File: src/hdl/scal_params.svh
// register offsets, reset values, analog test select code and timing for synth cal
`ifndef SCAL_PARAMS_SVH
`define SCAL_PARAMS_SVH

`define SCAL_ADDR_CTRL 6'h28
`define SCAL_ADDR_OSC 6'h29
`define SCAL_ADDR_PUMP 6'h2A
`define SCAL_ADDR_RXF 6'h2B

`define SCAL_RST_CTRL 16'h5002
`define SCAL_RST_OSC 16'h0600
`define SCAL_RST_PUMP 16'h82DD
`define SCAL_RST_RXF 16'h0000

`define SCAL_CAL_SHORT_NS 37000
`define SCAL_CAL_LONG_NS 57000
`define SCAL_CLK_NS 100
`define SCAL_STEP0_NS 250
`define SCAL_STEP1_NS 500
`define SCAL_STEP2_NS 1000
`define SCAL_STEP3_NS 4000

`define SCAL_ANALOG_TEST_VC 4'h7

`endif

File: src/hdl/scal_pkg.sv
// types shared by the synth calibration register bank
package scal_pkg;

    typedef struct packed {
        logic skip_tx_osc_cal;
        logic long_freq_measure;
        logic [3:0] osc_ref_current;
        logic [5:0] osc_current_const;
        logic tune_node_open_loop;
        logic [2:0] tune_node_dac_value;
    } scal_ctrl_t;

    typedef struct packed {
        logic rsvd;
        logic [1:0] osc_current_cal_rate;
        logic osc_current_override_en;
        logic [5:0] osc_current_override_a;
        logic [5:0] osc_current_cal_result;
    } scal_osc_t;

    typedef struct packed {
        logic pump_off_during_cal;
        logic pump_current_override_en;
        logic pump_force_source;
        logic pump_force_sink;
        logic pump_pulse_mask;
        logic phase_det_long_delay;
        logic [1:0] pump_step_interval;
        logic [3:0] pump_final_current;
        logic [3:0] pump_initial_current;
    } scal_pump_t;

    typedef struct packed {
        logic rsvd;
        logic rx_filter_cap_override_en;
        logic [6:0] rx_filter_cap_override;
        logic [6:0] rx_filter_cap_result;
    } scal_rxf_t;

    typedef enum logic [1:0] {
        SCAL_IDLE = 2'b00,
        SCAL_CAL = 2'b01,
        SCAL_STEP = 2'b11
    } scal_state_t;

endpackage

File: src/hdl/scal_regs.sv
// synth and rx filter calibration test register bank
`timescale 1ns/1ns
`default_nettype none
`include "scal_params.svh"

module scal_regs
    import scal_pkg::*;
#(
    parameter int CAL_SHORT_CYC = (`SCAL_CAL_SHORT_NS + `SCAL_CLK_NS - 1)
                                  / `SCAL_CLK_NS,
    parameter int CAL_LONG_CYC = (`SCAL_CAL_LONG_NS + `SCAL_CLK_NS - 1)
                                 / `SCAL_CLK_NS
) (
    input wire logic CLK_I,
    input wire logic RST_N_I,
    input wire logic CE_I,
    // register port from the serial config interface
    input wire logic REG_WR_I,
    input wire logic [5:0] REG_ADDR_I,
    input wire logic [15:0] REG_WDATA_I,
    output logic [15:0] REG_RDATA_O,
    // radio state events
    input wire logic ENTER_RX_I,
    input wire logic ENTER_TX_I,
    input wire logic TX_SYNTH_CAL_STROBE_I,
    // analog calibration results, test controls and phase detector pulses
    input wire logic [5:0] OSC_CURRENT_MEAS_I,
    input wire logic RXF_CAL_DONE_I,
    input wire logic [6:0] RXF_CAP_MEAS_I,
    input wire logic [3:0] ANALOG_TEST_SELECT_I,
    input wire logic TUNE_NODE_TEST_DRIVE_I,
    input wire logic PD_UP_I,
    input wire logic PD_DN_I,
    // controls to the analog circuits
    output logic OSC_CAL_ACTIVE_O,
    output logic OSC_CAL_DONE_O,
    output logic LONG_FREQ_MEASURE_O,
    output logic [3:0] OSC_REF_CURRENT_O,
    output logic [1:0] OSC_CURRENT_CAL_RATE_O,
    output logic OSC_CURRENT_OVERRIDE_EN_O,
    output logic [5:0] OSC_CURRENT_OVERRIDE_A_O,
    output logic [5:0] OSC_CURRENT_OVERRIDE_B_O,
    output logic TUNE_NODE_OPEN_LOOP_O,
    output logic TUNE_NODE_EXT_DRIVE_O,
    output logic TUNE_NODE_OBSERVE_O,
    output logic [2:0] TUNE_NODE_DAC_VALUE_O,
    output logic PUMP_UP_O,
    output logic PUMP_DN_O,
    output logic PHASE_DET_LONG_DELAY_O,
    output logic [3:0] PUMP_CURRENT_O,
    output logic [6:0] RX_FILTER_CAP_O
);
    // ------------------------------------------------------------
    // input synchroniser for the tune node test drive
    // ------------------------------------------------------------
    logic ts_s1_reg;
    logic ts_s2_reg;

    always_ff @(posedge CLK_I) begin
        if (!RST_N_I) begin
            ts_s1_reg <= 1'b0;
            ts_s2_reg <= 1'b0;
        end else if (CE_I) begin
            ts_s1_reg <= TUNE_NODE_TEST_DRIVE_I;
            ts_s2_reg <= ts_s1_reg;
        end
    end

    // ------------------------------------------------------------
    // register storage
    // ------------------------------------------------------------
    scal_ctrl_t ctrl_reg;
    scal_osc_t osc_reg;
    scal_pump_t pump_reg;
    scal_rxf_t rxf_reg;

    logic wr_ctrl;
    logic wr_osc;
    logic wr_pump;
    logic wr_rxf;

    assign wr_ctrl = REG_WR_I && (REG_ADDR_I == `SCAL_ADDR_CTRL);
    assign wr_osc = REG_WR_I && (REG_ADDR_I == `SCAL_ADDR_OSC);
    assign wr_pump = REG_WR_I && (REG_ADDR_I == `SCAL_ADDR_PUMP);
    assign wr_rxf = REG_WR_I && (REG_ADDR_I == `SCAL_ADDR_RXF);

    // ------------------------------------------------------------
    // calibration sequencer
    // ------------------------------------------------------------
    scal_state_t state_reg;
    scal_state_t state_next;
    logic [15:0] cal_cnt_reg;
    logic [3:0] pump_cur_reg;
    logic cal_req;
    logic cal_end;
    logic [15:0] cal_len;
    logic step_tick;

    // transmit entry is skipped only when the host asked for it
    assign cal_req = ENTER_RX_I
                     || (ENTER_TX_I && !ctrl_reg.skip_tx_osc_cal)
                     || (TX_SYNTH_CAL_STROBE_I
                         && ctrl_reg.skip_tx_osc_cal);
    assign cal_len = ctrl_reg.long_freq_measure
                     ? 16'(CAL_LONG_CYC) : 16'(CAL_SHORT_CYC);
    assign cal_end = (state_reg == SCAL_CAL)
                     && (cal_cnt_reg == cal_len - 16'h0001);

    always_comb begin
        state_next = state_reg;
        unique case (state_reg)
            SCAL_IDLE: if (cal_req) state_next = SCAL_CAL;
            SCAL_CAL: if (cal_end) state_next = SCAL_STEP;
            SCAL_STEP: begin
                if (cal_req)
                    state_next = SCAL_CAL;
                else if (pump_cur_reg <= pump_reg.pump_final_current)
                    state_next = SCAL_IDLE;
            end
            default: state_next = SCAL_IDLE;
        endcase
    end

    always_ff @(posedge CLK_I) begin
        if (!RST_N_I) begin
            state_reg <= SCAL_IDLE;
            cal_cnt_reg <= 16'h0000;
        end else if (CE_I) begin
            state_reg <= state_next;
            cal_cnt_reg <= (state_next == SCAL_CAL && state_reg == SCAL_CAL)
                           ? cal_cnt_reg + 16'h0001 : 16'h0000;
        end
    end

    scal_step_timer #(
        .W(6)
    ) u_step (
        .CLK_I(CLK_I),
        .RST_N_I(RST_N_I),
        .CE_I(CE_I),
        .run_i(state_reg == SCAL_STEP),
        .sel_i(pump_reg.pump_step_interval),
        .tick_o(step_tick)
    );

    // stepped pump current: loaded at cal end, lowered once per interval
    always_ff @(posedge CLK_I) begin
        if (!RST_N_I)
            pump_cur_reg <= 4'hD;
        else if (CE_I) begin
            if (cal_end)
                pump_cur_reg <= pump_reg.pump_initial_current;
            else if (state_reg == SCAL_STEP && step_tick
                     && pump_cur_reg > pump_reg.pump_final_current)
                pump_cur_reg <= pump_cur_reg - 4'h1;
        end
    end

    // ------------------------------------------------------------
    // register writes; result fields only follow calibration
    // ------------------------------------------------------------
    always_ff @(posedge CLK_I) begin
        if (!RST_N_I) begin
            ctrl_reg <= `SCAL_RST_CTRL;
            osc_reg <= `SCAL_RST_OSC;
            pump_reg <= `SCAL_RST_PUMP;
            rxf_reg <= `SCAL_RST_RXF;
        end else if (CE_I) begin
            if (wr_ctrl)
                ctrl_reg <= REG_WDATA_I;
            if (wr_osc)
                osc_reg[15:6] <= {1'b0, REG_WDATA_I[14:6]};
            if (cal_end)
                osc_reg.osc_current_cal_result <= OSC_CURRENT_MEAS_I;
            if (wr_pump)
                pump_reg <= REG_WDATA_I;
            if (wr_rxf)
                rxf_reg[15:7] <= {1'b0, REG_WDATA_I[14:7]};
            if (RXF_CAL_DONE_I)
                rxf_reg.rx_filter_cap_result <= RXF_CAP_MEAS_I;
        end
    end

    // ------------------------------------------------------------
    // read mux; unmapped addresses read zero
    // ------------------------------------------------------------
    assign REG_RDATA_O = (REG_ADDR_I == `SCAL_ADDR_CTRL) ? ctrl_reg :
                         (REG_ADDR_I == `SCAL_ADDR_OSC) ? osc_reg :
                         (REG_ADDR_I == `SCAL_ADDR_PUMP) ? pump_reg :
                         (REG_ADDR_I == `SCAL_ADDR_RXF) ? rxf_reg : 16'h0000;

    // ------------------------------------------------------------
    // analog controls
    // ------------------------------------------------------------
    logic cal_on;
    logic test_mode_vc;
    logic pump_kill;

    assign cal_on = (state_reg == SCAL_CAL);
    assign OSC_CAL_ACTIVE_O = cal_on;
    assign OSC_CAL_DONE_O = cal_end;
    assign LONG_FREQ_MEASURE_O = ctrl_reg.long_freq_measure;
    assign OSC_REF_CURRENT_O = ctrl_reg.osc_ref_current;
    assign OSC_CURRENT_CAL_RATE_O = osc_reg.osc_current_cal_rate;
    assign OSC_CURRENT_OVERRIDE_EN_O = osc_reg.osc_current_override_en;
    assign OSC_CURRENT_OVERRIDE_A_O = osc_reg.osc_current_override_a;
    assign OSC_CURRENT_OVERRIDE_B_O = osc_reg.osc_current_override_en
                                      ? ctrl_reg.osc_current_const
                                      : 6'h00;

    // the external drive only applies in the vc analog test mode
    assign test_mode_vc = (ANALOG_TEST_SELECT_I == `SCAL_ANALOG_TEST_VC);
    assign TUNE_NODE_EXT_DRIVE_O = test_mode_vc && ts_s2_reg;
    assign TUNE_NODE_OBSERVE_O = test_mode_vc && !ts_s2_reg;
    assign TUNE_NODE_OPEN_LOOP_O = !TUNE_NODE_EXT_DRIVE_O
                                   && ctrl_reg.tune_node_open_loop;
    assign TUNE_NODE_DAC_VALUE_O = ctrl_reg.tune_node_dac_value;

    assign pump_kill = pump_reg.pump_pulse_mask
                       || (cal_on && pump_reg.pump_off_during_cal);
    // forced currents bypass the mask so a stuck pump can still be probed
    assign PUMP_UP_O = pump_reg.pump_force_source
                       || (PD_UP_I && !pump_kill);
    assign PUMP_DN_O = pump_reg.pump_force_sink
                       || (PD_DN_I && !pump_kill);
    assign PHASE_DET_LONG_DELAY_O = pump_reg.phase_det_long_delay;
    assign PUMP_CURRENT_O = pump_reg.pump_current_override_en
                            ? pump_reg.pump_initial_current
                            : pump_cur_reg;
    assign RX_FILTER_CAP_O = rxf_reg.rx_filter_cap_override_en
                             ? rxf_reg.rx_filter_cap_override
                             : rxf_reg.rx_filter_cap_result;
endmodule // scal_regs

`default_nettype wire

File: src/hdl/scal_step_timer.sv
// pump current step interval timer
`timescale 1ns/1ns
`default_nettype none
`include "scal_params.svh"

module scal_step_timer #(
    parameter int W = 6
) (
    input wire logic CLK_I,
    input wire logic RST_N_I,
    input wire logic CE_I,
    input wire logic run_i,
    input wire logic [1:0] sel_i,
    output logic tick_o
);
    // each interval rounded down to whole cycles, interval 0 at least one
    localparam int C0 = (`SCAL_STEP0_NS / `SCAL_CLK_NS) < 1 ? 1
                        : (`SCAL_STEP0_NS / `SCAL_CLK_NS);
    localparam int C1 = `SCAL_STEP1_NS / `SCAL_CLK_NS;
    localparam int C2 = `SCAL_STEP2_NS / `SCAL_CLK_NS;
    localparam int C3 = `SCAL_STEP3_NS / `SCAL_CLK_NS;

    logic [W-1:0] cnt_reg;
    logic [W-1:0] limit;

    assign limit = (sel_i == 2'h0) ? W'(C0 - 1) :
                   (sel_i == 2'h1) ? W'(C1 - 1) :
                   (sel_i == 2'h2) ? W'(C2 - 1) : W'(C3 - 1);
    assign tick_o = run_i && (cnt_reg >= limit);

    always_ff @(posedge CLK_I) begin
        if (!RST_N_I)
            cnt_reg <= '0;
        else if (CE_I)
            cnt_reg <= (!run_i || tick_o) ? '0 : cnt_reg + W'(1);
    end
endmodule // scal_step_timer

`default_nettype wire

File: config.mk
export PLATFORM = sky130hd
export DESIGN_NAME = scal_regs
export DESIGN_NICKNAME = d
export VERILOG_FILES = /design/src/hdl/scal_pkg.sv /design/src/hdl/scal_regs.sv /design/src/hdl/scal_step_timer.sv
export VERILOG_INCLUDE_DIRS = /design/src /design/src/hdl
export SDC_FILE = /design/constraint.sdc
export NUM_CORES = 1
export LEC_CHECK = 0
export ABC_CLOCK_PERIOD_IN_PS = 2600
export BUFFER_PORTS_ARGS = -buffer_cell sky130_fd_sc_hd__buf_2
export CAP_MARGIN = 20
export CELL_PAD_IN_SITES_DETAIL_PLACEMENT = 1
export CELL_PAD_IN_SITES_GLOBAL_PLACEMENT = 2
export CORE_MARGIN = 4
export CORE_UTILIZATION = 31
export CTS_CLUSTER_DIAMETER = 40
export DETAILED_ROUTE_END_ITERATION = 8
export PLACE_DENSITY = 0.84
export SYNTH_ARGS = -nofsm -noshare
export SYNTH_HDL_FRONTEND = slang
export SYNTH_HIERARCHICAL = 1
export SYNTH_SLANG_ARGS = --single-unit
File: constraint.sdc
create_clock -name CLK_I -period 2.6 [get_ports CLK_I]
set_clock_uncertainty 0.05 [all_clocks]
set_input_delay 0.52 -clock CLK_I [delete_from_list [all_inputs] [get_ports CLK_I]]
set_output_delay 0.52 -clock CLK_I [all_outputs]
set_load 0.05 [all_outputs]
[Word-level counts from Yosys, hierarchy flattened]
Index checks and enable logic that the tools add are counted.
Storage, ports and cells
  logic and storage cells: 104
  register bits after elaboration: 92
  input bits: 50
Cells by class
  order comparisons: 3
  $add $sub $neg: 4
  multiplexer cells: 20
  equal/unequal tests: 11
  reductions and logical operators: 38
Operator list (count)
  16-bit two-way mux: 4
  6-bit two-way mux: 5
  6-bit == test, second input constant: 4
  1-bit logical AND: 17
  16-bit by 1-bit adder with 16-bit output, second input constant: 1
  16-bit == test: 1
  15-bit two-way mux: 1
  2-bit AND reduction: 7
  4-bit two-way mux: 3
  10-bit by 1-bit subtractor with 11-bit output, second input constant: 1
  10-bit two-way mux: 1
  2-bit two-way mux: 4
  7-bit two-way mux: 1
  6-bit by 1-bit adder with 6-bit output, second input constant: 1
  2-bit by 1-bit == test with 1-bit output, second input constant: 3
  6-bit greater-or-equal comparator: 1
  1-bit logical OR: 6
  2-bit one-hot mux with 3 select lines: 1
  1-bit logical NOT: 5
  2-bit == test, second input constant: 2
  4-bit by 3-bit == test with 1-bit output, second input constant: 1
  4-bit > comparator: 1
  4-bit less-or-equal comparator: 1
  2-bit logical NOT: 2
  2 further kinds: 2

[Longest topological paths before layout]
  depth in word-level cells: 10
  depth in mapped cells: 11

[By module]
Netlist, hierarchy kept.
Modules (own cells, without submodules)
  scal_regs: cells each 518, area an instance 4286.6 um^2, seq. area each 1721.7 um^2, instances 1
  scal_step_timer: cells each 44, area an instance 409.1 um^2, seq. area each 120.1 um^2, instances 1

[Least setup slack after synthesis]
Ideal clock, no wire load.
  kind: input to output
  start: in REG_ADDR_I[4]
  end: out REG_RDATA_O[10]
  slack: -0.341 ns
  path buffers: 2
  arrival: 2.371 ns
  required time: 2.030 ns
  stages: 6
  cell sequence: nor4bb_1 > and3_1 > clkbuf_1 > clkbuf_1 > a221oi_1 > a21oi_1
Between the ends
  longest elaborated chain between the ends: 5
  elaborated cells between the ends (all ways): 8
Ends and longest elaborated chain
  start: declaration: line scal_regs.sv:19  | input wire logic [5:0] REG_ADDR_I,
  6-bit == test (no source line)
  15-bit two-way mux: line scal_regs.sv:190  | (REG_ADDR_I == `SCAL_ADDR_RXF) ? rxf_reg : 16'h0000;
  16-bit two-way mux: line scal_regs.sv:189  | (REG_ADDR_I == `SCAL_ADDR_PUMP) ? pump_reg :
  16-bit two-way mux: line scal_regs.sv:188  | (REG_ADDR_I == `SCAL_ADDR_OSC) ? osc_reg :
  16-bit two-way mux (*): line scal_regs.sv:187  | assign REG_RDATA_O = (REG_ADDR_I == `SCAL_ADDR_CTRL) ? ctrl_reg :
  end: declaration: line scal_regs.sv:21  | output logic [15:0] REG_RDATA_O,
Every way passes the cells marked *; elsewhere a longest branch is shown, timed or not.

[Final worst setup path]
  start: in REG_ADDR_I[4]
  end: out REG_RDATA_O[12]
Same word-level chain as after synthesis.

==> impl_metrics.prom <==
# TYPE chip_impl_metric gauge
chip_impl_info{name="run_status",value="complete, no violations"} 1
chip_impl_metric{name="drive_above_1_share",unit="%"} 27.5
chip_impl_info{name="cp-startpoint",value="REG_ADDR_I[4]"} 1
chip_impl_info{name="yosys_most_used_dff",value="dfxtp_1"} 1
chip_impl_metric{name="ir_drop",unit="mV"} 0.295
chip_impl_metric{name="grt_pass1_wl",unit="um"} 25300
chip_impl_metric{name="fillCellCount",unit=""} 1766
chip_impl_metric{name="route.antenna.remaining_nets",unit=""} 0
chip_impl_metric{name="fin_ws",unit="ns"} 0.0577
chip_impl_metric{name="number_of_antenna_violations_at_the_first_check_in_global_routing",unit=""} 1
chip_impl_metric{name="floorplan.core_area",unit="um^2"} 14700
chip_impl_metric{name="synth.yosys.seq_area_share",unit="%"} 39.2
chip_impl_metric{name="met2_global_route_usage",unit="%"} 32.9
chip_impl_metric{name="drc",unit=""} 0
chip_impl_metric{name="total_power_per_unit_cell_area",unit="nW/um^2"} 547
chip_impl_metric{name="dr.first_iter.drc_count",unit=""} 157
chip_impl_metric{name="syn_to_final_growth",unit="%"} 23.9
chip_impl_metric{name="ratio_of_routed_vias_to_standard_cells",unit=""} 5.26
chip_impl_metric{name="data_arrival_at_the_endpoint_of_the_critical_path",unit="ns"} 1.97
chip_impl_metric{name="dp_worst_setup_slack",unit="ns"} 0.0187
chip_impl_metric{name="globalRouteOverflowTotal",unit=""} 0
chip_impl_metric{name="dp.final_hpwl",unit="um"} 12100
chip_impl_metric{name="port_buffers",unit=""} 107
chip_impl_metric{name="part_of_the_cycle_the_worst_path_needs",unit="%"} 97.8
chip_impl_info{name="rr_endpoint",value="pump_cur_reg[1]"} 1
chip_impl_info{name="setup.worst_path.end_class",value="primary output"} 1
chip_impl_metric{name="drt-pass1-iter-count",unit=""} 4
chip_impl_metric{name="layout.cell_area.non_filler",unit="um^2"} 5820
chip_impl_metric{name="cap_viol_max_count",unit=""} 0
chip_impl_metric{name="finalHoldViolCount",unit=""} 0
chip_impl_info{name="cts_tree",value="built"} 1
chip_impl_metric{name="r2r.worst_path.cells",unit=""} 9
chip_impl_info{name="cp-start-kind",value="input port"} 1
chip_impl_metric{name="grt_pass1_vias",unit=""} 4863
chip_impl_info{name="worstHoldStart",value="REG_WDATA_I[3]"} 1
chip_impl_info{name="worstSetupEndpoint",value="REG_RDATA_O[12]"} 1
chip_impl_metric{name="largest_register_ff_count",unit=""} 16
chip_impl_metric{name="synth_warnings",unit=""} 6
chip_impl_info{name="critical_path.reg2reg.startpoint",value="pump_reg[9]"} 1
chip_impl_metric{name="globalRouteTotalUtil",unit="%"} 19.1
chip_impl_metric{name="final.hold.worst_slack",unit="ns"} 0.348
chip_impl_metric{name="fmax",unit="MHz"} 393
chip_impl_metric{name="synth-seq-cells",unit=""} 92
chip_impl_info{name="hold_path_class",value="in -> reg"} 1
chip_impl_metric{name="cts_num_sinks",unit=""} 92
chip_impl_metric{name="place_area",unit="um^2"} 5460
chip_impl_info{name="grt-busiest-layer",value="met2"} 1
chip_impl_metric{name="i_o_pins",unit=""} 108
chip_impl_metric{name="cts_buffers",unit=""} 9
chip_impl_metric{name="cp.required",unit="ns"} 2.03
chip_impl_metric{name="setup_slack_on_the_worst_flop_to_flop_path",unit="ns"} 0.25
chip_impl_metric{name="detailroute.via_count",unit=""} 4448
chip_impl_metric{name="skew_pair_late_insertion_delay",unit="ns"} 0.35
chip_impl_metric{name="syn-cell-area",unit="um^2"} 4700
chip_impl_metric{name="sequential_cell_area",unit="um^2"} 1840
chip_impl_metric{name="insertedDiodeCount",unit=""} 0
chip_impl_info{name="commonest_non_fill_non_tap_cells_in_the_layout",value="nand2_1, buf_2, dfxtp_1"} 1
chip_impl_metric{name="final_nets",unit=""} 719
chip_impl_metric{name="worst_slew_pin_slew",unit="ns"} 0.702
chip_impl_metric{name="min_period",unit="ns"} 2.54
chip_impl_metric{name="synthArstFlopShare",unit="%"} 0
chip_impl_metric{name="clock_path_buffers",unit=""} 2
chip_impl_metric{name="place_congestion",unit=""} 0.823
chip_impl_metric{name="clock_tree.htree_level_count",unit=""} 3
chip_impl_metric{name="total_leakage_power",unit="uW"} 0.00247
chip_impl_metric{name="final_max_slew_viol_count",unit=""} 0
chip_impl_info{name="grt_setup_unrepaired",value="yes"} 1
chip_impl_metric{name="global_route.usage.met3",unit="%"} 4.66
chip_impl_metric{name="groute.layer.met1.usage",unit="%"} 23.4
chip_impl_metric{name="placement_rows",unit=""} 44
chip_impl_info{name="ctsRootBufferMaster",value="clkbuf_16"} 1
chip_impl_metric{name="finalCoreUtilization",unit="%"} 39.6
chip_impl_metric{name="multiInputGateArea",unit="um^2"} 2620
chip_impl_info{name="critical_setup_path_class",value="in -> out"} 1
chip_impl_metric{name="die-width",unit="um"} 131
chip_impl_metric{name="synth_edf_count",unit=""} 0
chip_impl_metric{name="cts.clk_slew.worst_paths",unit="ns"} 0.07
chip_impl_metric{name="final-setup-viol-count",unit=""} 0
chip_impl_metric{name="initial_utilization",unit="%"} 31.9
chip_impl_metric{name="avgRoutedWirePerCell",unit="um"} 18.8
chip_impl_metric{name="worst-path-max-fanout",unit=""} 13
chip_impl_metric{name="synth_cell_type_count",unit=""} 54
chip_impl_metric{name="wl",unit="um"} 15900
chip_impl_metric{name="cells_after_synthesis",unit=""} 562
chip_impl_metric{name="dieArea",unit="um^2"} 17200
chip_impl_metric{name="synthesized_area_per_cell",unit="um^2"} 8.36
chip_impl_metric{name="synth_fp_nets",unit=""} 625
chip_impl_metric{name="die-height",unit="um"} 131
chip_impl_metric{name="setup-tns-final",unit="ns"} 0
chip_impl_metric{name="maxSlewHeadroom",unit="%"} 52.8
chip_impl_metric{name="grt_start_max_net_pins",unit=""} 42
-- per-stage QoR --
step	total power, uW	std cells
after detailed placement	1730	829
after CTS	3210	845
after global routing	3300	845
final	3180	845
after floorplan	1620	562
after global placement	1720	829
-- per-layer routing --
layer,share of wire [%],vias to the layer above
met5,0.044,-
met4,2.0,2
met3,4.8,29
met2,49,112
met1,44,2166
li1,-,2139
-- cell families (layout without fill, tap and decap cells) --
kind of cell             Yosys count  in the layout  synth area share, %
AO/OA/AOI/OAI                    106            106                 14.1
adder cells (fa/ha/maj)           13             13                 3.46
flip-flops                        92             92                 39.2
XOR/XNOR                          20             20                 3.73
buffers and inverters             63            162                 6.74
multiplexers                      47             47                 10.3
AND/OR/NAND/NOR                  221            221                 22.5
-- Yosys cell counts (all sizes together), types with 2 or more instances --
master	instances	area, um^2
nor4	2	27.5
a21o	3	22.5
nand2	106	398
and2	10	63.8
nor3	6	35.0
xor2	13	114
nor2	38	143
dfxtp	92	1840
ha	13	163
a211oi	7	52.6
nand2b	3	26.3
a221oi	14	123
mux2	10	113
a31oi	3	18.8
nand3	25	125
inv	16	60.1
buf	23	151
and4	4	35.0
o211ai	4	35.0
xnor2	7	61.3
nor2b	4	25.0
clkbuf	22	83.8
nor4bb	3	30.0
nand4	9	56.3
a21oi	59	299
o21ai	8	40.0
mux2i	37	370
nand4b	2	17.5
and3	4	25.0
-- layout make-up --
class                   instances  area share, %
clock buffers                  10           4.11
clock inverters                 6           1.61
inverters                      16           1.03
multi-input cells             407           45.0
flip-flops and latches         92           31.7
well taps                     184           3.96
repair buffers                130           12.6
-- power breakdown --
part	switching, uW	internal, uW
logic	175	86.6
clock network	609	878
registers	14.7	1420
-- worst min-delay path by stage --
stage	end	slack, ns	depth (start not counted)
floorplan	state_reg[0]	0.39	1
global route	pump_reg[2]	0.35	3
global placement	state_reg[0]	0.40	1
detailed placement	OSC_REF_CURRENT_O[1]	0.42	2
CTS	pump_reg[2]	0.34	3
finish	pump_reg[3]	0.35	3
-- what timing repair did --
item	CTS	global route
hold buffers	0	0
setup buffers	0	0
endpoints found under the hold margin	0	0
setup endpoints to repair	0	12
gates resized for setup	0	4
-- critical path: stages --
cell	delay [ns]
buf_2	0.11
nor4bb_2	0.35
and3_1	0.23
buf_4	0.23
a221oi_1	0.13
a21oi_2	0.12
buf_2	0.28
No activity file was read; power rests on OpenSTA's default activity.
